[config.mk]
export PLATFORM = sky130hd
export DESIGN_NAME = dcwd_decoder
export DESIGN_NICKNAME = d
export VERILOG_FILES = /design/src/inc/dcwd_pkg.sv /design/src/design/dcwd_decoder.sv
export SDC_FILE = /design/constraint.sdc
export NUM_CORES = 1
export LEC_CHECK = 0
export BUFFER_PORTS_ARGS = -buffer_cell sky130_fd_sc_hd__buf_2
export CAP_MARGIN = 20
export CORE_AREA = 4 4 65 67
export CTS_CLUSTER_SIZE = 12
export DETAILED_ROUTE_END_ITERATION = 10
export DIE_AREA = 0 0 69 71
export PLACE_DENSITY = 0.77
export SLEW_MARGIN = 10
export SYNTH_ARGS = -nofsm -noshare
export SYNTH_HDL_FRONTEND = slang
export SYNTH_SLANG_ARGS = --single-unit
[constraint.sdc]
create_clock -name clk -period 1.9 [get_ports clk]
set_input_delay 0.38 -clock clk [delete_from_list [all_inputs] [get_ports clk]]
set_output_delay 0.38 -clock clk [all_outputs]
set_load 0.005 [all_outputs]
[src/inc/dcwd_pkg.sv]
// Package for the drive control word decoder: field positions, encodings and types.
package dcwd_pkg;

	localparam int unsigned CW_W            = 16;
	localparam int unsigned BIT_SWITCH_ON   = 0;
	localparam int unsigned BIT_VOLTAGE     = 1;
	localparam int unsigned BIT_QUICK_STOP  = 2;
	localparam int unsigned BIT_RUN_ENABLE  = 3;
	localparam int unsigned BIT_FAULT_ACK   = 7;
	localparam int unsigned BIT_HALT        = 8;
	localparam int unsigned BIT_DIRECTION   = 11;
	localparam logic [15:0] RESERVED_MASK   = 16'h0670;
	localparam logic [15:0] CW_RESET        = 16'h0000;

	// Assignment code: bits [7:6] kind, [5:4] fixed group or word, [3:0] bit index.
	localparam logic [1:0]  ASSIGN_NONE     = 2'h0;
	localparam logic [1:0]  ASSIGN_FIXED    = 2'h1;
	localparam logic [1:0]  ASSIGN_SWITCHED = 2'h2;
	// Fixed group 1 (this fieldbus word), bit 12.
	localparam logic [7:0]  fixed_word2_bit12_source = 8'h5c;
	localparam logic [1:0]  OWN_GROUP       = 2'h1;
	localparam logic [7:0]  ASSIGN_RESET    = 8'h00;

	// Function command assignments for the assignable bits.
	typedef struct packed {
		logic [7:0] fast_stop_assignment;
		logic [7:0] dc_brake_assignment;
		logic [7:0] coast_stop_assignment;
	} dcwd_assign_t;

	// Decoded commands toward the drive logic.
	typedef struct packed {
		logic switch_on;
		logic voltage_enable;
		logic quick_stop;
		logic run_enable;
		logic fault_ack;
		logic halt;
		logic reverse;
		logic fast_stop;
		logic dc_brake;
	} dcwd_cmd_t;

endpackage

[src/design/dcwd_decoder.sv]
// Drive control word decoder for the state-machine motion profile.
`timescale 1ns/1ps
// Functional notes
// RULE1: Bits 0 to 3 decode as switch-on, voltage enable, quick stop and run enable.
// RULE2: The master writes zero to reserved bits 4, 5, 6, 9 and 10, which carry no command.
// RULE3: Bit 7 acknowledges a fault only on its rising edge, never on a level.
// RULE4: Bit 8 halts the motor with the configured stop while staying operation enabled.
// RULE5: By default bit 11 selects direction, forward at 0 and reverse at 1.
// RULE6: Assigning bit 11 to a function command removes its direction role.
// RULE7: Bits 12 to 15 have no default function and act only when assigned.
// RULE8: The fixed source for word 2 bit 12 makes that bit drive DC injection braking.
// RULE9: The assigned fast stop bit requests a stop when it is 1.
// RULE10: The assigned DC braking bit brakes when it is 1.
// RULE11: Fixed assignments act as priority stops even when the channel is inactive.
// RULE12: With fixed assignments the master holds both stop bits at 0 in order to start.
// RULE13: Switched assignments act only while this command channel is active.
// RULE14: A coast stop assigned to a control word bit is rejected in this profile.
// RULE15: Fault acknowledge compares each written word with the held one, one pulse per write.
module dcwd_decoder
	import dcwd_pkg::*;
(
	input  wire logic         clk,
	input  wire logic         rst,
	input  wire logic         cw_write,
	input  wire logic [15:0]  cw_wdata,
	input  wire logic         channel_active,
	input  wire dcwd_assign_t assign_in,
	output logic [15:0]       cw_rdata,
	output dcwd_cmd_t         cmd,
	output logic              config_error
);

	logic [15:0]  cw_reg;
	logic [15:0]  cw_next;
	dcwd_assign_t asg_reg;
	dcwd_assign_t asg_next;
	dcwd_cmd_t    cmd_reg;
	dcwd_cmd_t    cmd_next;
	logic         err_reg;
	logic         err_next;
	logic         fast_hit;
	logic         dc_hit;

	// Tells whether an assignment code is a fixed one that lands on this word.
	function automatic logic is_fixed_own(input logic [7:0] code);
		return code[7:6] == ASSIGN_FIXED && code[5:4] == OWN_GROUP;
	endfunction

	// Tells whether an assignment code is a switched one, gated by the channel.
	function automatic logic is_switched(input logic [7:0] code);
		return code[7:6] == ASSIGN_SWITCHED;
	endfunction

	// Tells whether an assignment code picks a bit of this word and it is set.
	// A fixed code ignores the channel so that it can stop the drive from any source.
	function automatic logic assigned_bit(input logic [7:0] code, input logic [15:0] word,
		input logic active);
		logic hit;
		hit = 1'b0;
		if (is_fixed_own(code)) begin
			hit = word[code[3:0]];
		end else if (is_switched(code)) begin
			hit = word[code[3:0]] & active;
		end
		return hit;
	endfunction

	// Tells whether an assignment code lands on a given bit of this word.
	function automatic logic uses_bit(input logic [7:0] code, input logic [3:0] idx);
		return (is_switched(code) || is_fixed_own(code)) && code[3:0] == idx;
	endfunction

	// Accepts the configuration, refusing a coast stop tied to a control word bit.
	// The coast stop code is dropped so that it can never reach the drive logic.
	always_comb begin
		asg_next = asg_reg;
		err_next = err_reg;
		// RULE14: coast stop refused
		if (assign_in.coast_stop_assignment[7:6] != ASSIGN_NONE) begin
			err_next = 1'b1;
			asg_next.fast_stop_assignment = assign_in.fast_stop_assignment;
			asg_next.dc_brake_assignment  = assign_in.dc_brake_assignment;
			asg_next.coast_stop_assignment = ASSIGN_RESET;
		end else begin
			err_next = 1'b0;
			asg_next = assign_in;
		end
	end

	// Holds the written control word.
	always_comb begin
		cw_next = cw_reg;
		if (cw_write) begin
			cw_next = cw_wdata;
		end
	end

	// RULE9: fast stop active high
	// RULE11: fixed priority stop
	// RULE13: switched needs channel
	assign fast_hit = assigned_bit(asg_reg.fast_stop_assignment, cw_reg, channel_active);
	// RULE8: DC brake from bit
	// RULE10: brake active high
	assign dc_hit = assigned_bit(asg_reg.dc_brake_assignment, cw_reg, channel_active);

	// Decodes the held word into drive commands.
	// Only the fault acknowledge looks at the incoming word, to pulse once per write.
	always_comb begin
		cmd_next = '0;
		// RULE1: low four bits
		cmd_next.switch_on      = cw_reg[BIT_SWITCH_ON];
		cmd_next.voltage_enable = cw_reg[BIT_VOLTAGE];
		cmd_next.quick_stop     = cw_reg[BIT_QUICK_STOP];
		cmd_next.run_enable     = cw_reg[BIT_RUN_ENABLE];
		// RULE3: rising edge only
		// RULE15: compare with held word
		cmd_next.fault_ack = cw_write & cw_wdata[BIT_FAULT_ACK] & ~cw_reg[BIT_FAULT_ACK];
		// RULE4: halt keeps state
		cmd_next.halt = cw_reg[BIT_HALT];
		// RULE5: default direction bit
		// RULE6: assignment removes direction
		if (!uses_bit(asg_reg.fast_stop_assignment, 4'(BIT_DIRECTION)) &&
			!uses_bit(asg_reg.dc_brake_assignment, 4'(BIT_DIRECTION))) begin
			cmd_next.reverse = cw_reg[BIT_DIRECTION];
		end
		// RULE7: upper bits only assigned
		cmd_next.fast_stop = fast_hit;
		cmd_next.dc_brake  = dc_hit;
	end

	// Registers the configuration; the assignments clear to none on reset.
	always_ff @(posedge clk or posedge rst) begin
		if (rst) begin
			asg_reg <= {3{ASSIGN_RESET}};
			err_reg <= 1'b0;
		end else begin
			asg_reg <= asg_next;
			err_reg <= err_next;
		end
	end

	// Registers the held control word.
	always_ff @(posedge clk or posedge rst) begin
		if (rst) begin
			cw_reg <= CW_RESET;
		end else begin
			cw_reg <= cw_next;
		end
	end

	// Registers the decoded commands so that every output leaves a flip-flop.
	always_ff @(posedge clk or posedge rst) begin
		if (rst) begin
			cmd_reg <= '0;
		end else begin
			cmd_reg <= cmd_next;
		end
	end

	assign cw_rdata     = cw_reg;
	assign cmd          = cmd_reg;
	assign config_error = err_reg;
endmodule // dcwd_decoder

==> summary.md <==
| Metric | Value |
|---|---|
| P&R area growth vs syn | `25.41%` |
| Avg Cell Area, Syn | `15.60 um^2` |
| Worst slew margin | `0.4759` |
| Leakage | `1.021 nW` |
| Initial antenna violation count | `0` |
| Area share of the largest cell type after synthesis | `0.6297` |
| Die area | `4899 um^2` |
| WP data required | `2.07 ns` |
| Filler cell count | `328` |
| CTS tree | `yes` |
| Placer Congestion | `0.7452` |
| Most frequent cells after synthesis | `42 x dfrtp_1, 15 x mux2_2, 6 x mux2i_1, 6 x mux4_1` |
| Maximum VDD drop | `0.4828 mV` |
| Fmax achieved | `666.7 MHz` |
| Cell Pwr Density | `854.5 nW/um^2` |
| Seq. cell area | `1051 um^2` |
| HP Class | `primary input to asynchronous set/reset pin` |
| Root Driver | `clkbuf_8` |
| Global router's overall resource usage | `0.1520` |
| Total Neg Setup Slack | `0 ns` |
| Nets | `213` |
| # diodes | `0` |
| First-pass GRT wire length | `5761 um` |
| Post-cts sizing count | `0` |
| Setup violations, final | `0` |
| Finished Core Util | `0.5761` |
| Starting Density | `0.4594` |
| Footprint of the multi-input gates | `556.8 um^2` |
| Most area-hungry cell type in the Yosys netlist | `dfrtp_1` |
| Routed Antenna Nets | `0` |
| Async S/R FF share, synth | `1.000` |
| Num CTS Buffers | `5` |
| DRT Pass-1 Iters | `2` |
| H-tree Lvls | `2` |
| Max-cap violations | `0` |
| Synth Register Bits | `42` |
| Synth warnings | `0` |
| Critical path class | `flip-flop to flip-flop` |
| DP HPWL | `2570 um` |
| Status | `completed` |
| Port Buf Inserts | `63` |
| GRT overflow | `0` |
| Final period demand of the worst path | `1.500 ns` |
| Die W | `69 um` |
| Vias in the first global route | `1237` |
| Most numerous cell in the Yosys netlist | `dfrtp_1` |
| Hold_buf cts | `0` |
| Post-Layout Cell Count | `216` |
| Synth top area cells | `dfrtp_1 63%, mux2_2 10%, mux4_1 9.4%` |
| Synthesized area | `1669 um^2` |
| Vias | `1077` |
| Crit-path max FO | `6` |
| Clock Path Buffers | `2` |
| Main flop type after synthesis | `dfrtp_1` |
| Hold Violations, Final | `0` |
| Power Total | `1.789 mW` |
| I/O pins | `70` |
| Unique masters post-synth | `21` |
| Slack of the critical path | `0.4001 ns` |
| Layout cells sized above 1 | `0.5238` |
| CP Launch Type | `flip-flop` |
| Via density | `4.986` |
| Total core area | `3633 um^2` |
| Worst slew pin tran | `0.7814 ns` |
| Gate Count Post-Synth | `107` |
| Largest net degree at the start of global routing | `23` |
| Dpl ws | `0.3943 ns` |
| Avg WL per Cell | `15.40 um` |
| Dpl cells | `210` |
| Iteration-0 DRC Markers | `32` |
| Max-slew violation count | `0` |
| Post-CTS setup buffer count | `0` |
| Clk slew on worst S/H paths | `0.07 ns` |
| DRC errors left | `0` |
| CP endpoint kind | `flip-flop` |
| Clock latency on the worst-skew pair | `0.28 ns` |
| # rows | `22` |
| Chip height | `71 um` |
| Clock Skew | `0.002462 ns` |
| RSZ-0062 raised after global routing | `no` |
| Final cycle utilization of the critical path | `0.7894` |
| Crit path arrival time | `1.67 ns` |
| Clock tree sinks | `42` |
| EDFF count, synth | `0` |
| Routed WL | `3327 um` |
| Synthesized net count | `151` |
| Seq/Total Area, Yosys | `0.6297` |
area by class of cell:
cell class | count | area share
flip-flops and latches | 42 | 0.5021
clock buffers | 6 | 0.03945
repair buffers | 64 | 0.1602
inverters | 2 | 0.003586
well taps | 48 | 0.02869
multi-input cells | 54 | 0.2660
worst max-delay path, stage by stage, from the launching register on:
cell	delay, ns
dfrtp_1	0.47
mux4_1	0.58
mux2i_1	0.15
or3_1	0.12
o31ai_1	0.06
cell usage in the layout, fill, tap and decap left out, drive strengths merged, types with 3 or more instances in the layout:
master  instances
buf            64
clkbuf          6
dfrtp          42
mux2           15
mux2i           6
mux4            6
nand2           3
o21ai           5
layer usage:
| layer | up-vias | global-route usage | routed length (um) |
|---|---|---|---|
| met3 | 5 | 0.05256 | 180 |
| met1 | 529 | 0.1741 | 1324 |
| met2 | 36 | 0.2532 | 1747 |
| li1 | 507 | - | - |
| met4 | 0 | 0.07809 | 75 |
| met5 | - | 0 | 0 |
kinds of logic (layout without fill, tap and decap cells):
logic type	after synthesis	in the layout	synth area share
and+or+nand+nor	18	18	0.07196
DFF	42	42	0.6297
muxes	27	27	0.2316
AOI/OAI and AO/OA	9	9	0.02998
buffers and inverters	11	72	0.03673
report_power, final:
group | internal, mW | leakage (nW) | switching (mW) | total, mW
Combinational | 0.140 | 0.482 | 0.0871 | 0.227
Sequential | 0.963 | 0.495 | 0.0580 | 1.02
Clock | 0.280 | 0.0431 | 0.261 | 0.541
Total | 1.38 | 1.02 | 0.406 | 1.79
final timing paths:
kind,start,end,slack (ns),depth (start not counted)
max in group asynchronous,rst,cw_rdata[8],1.25,3
worst min-delay path,rst,cw_rdata[7],0.14,2
worst max-delay path,asg_reg[9],cmd[0],0.40,4
min in group clk,assign_in[15],asg_reg[15],0.20,1
worst min register to register,cw_rdata[2],cmd[6],0.44,0
worst max register to register,asg_reg[9],cmd[0],0.40,4
through the flow:
step                area, um^2  hold WS, ns
floorplan                 1669       0.3962
global placement          2011       0.4237
detailed placement        2011       0.4312
CTS                       2093       0.1464
global route              2093       0.1746
finish                    2093       0.1360
Note: power is estimated with default switching activity, not from simulation.
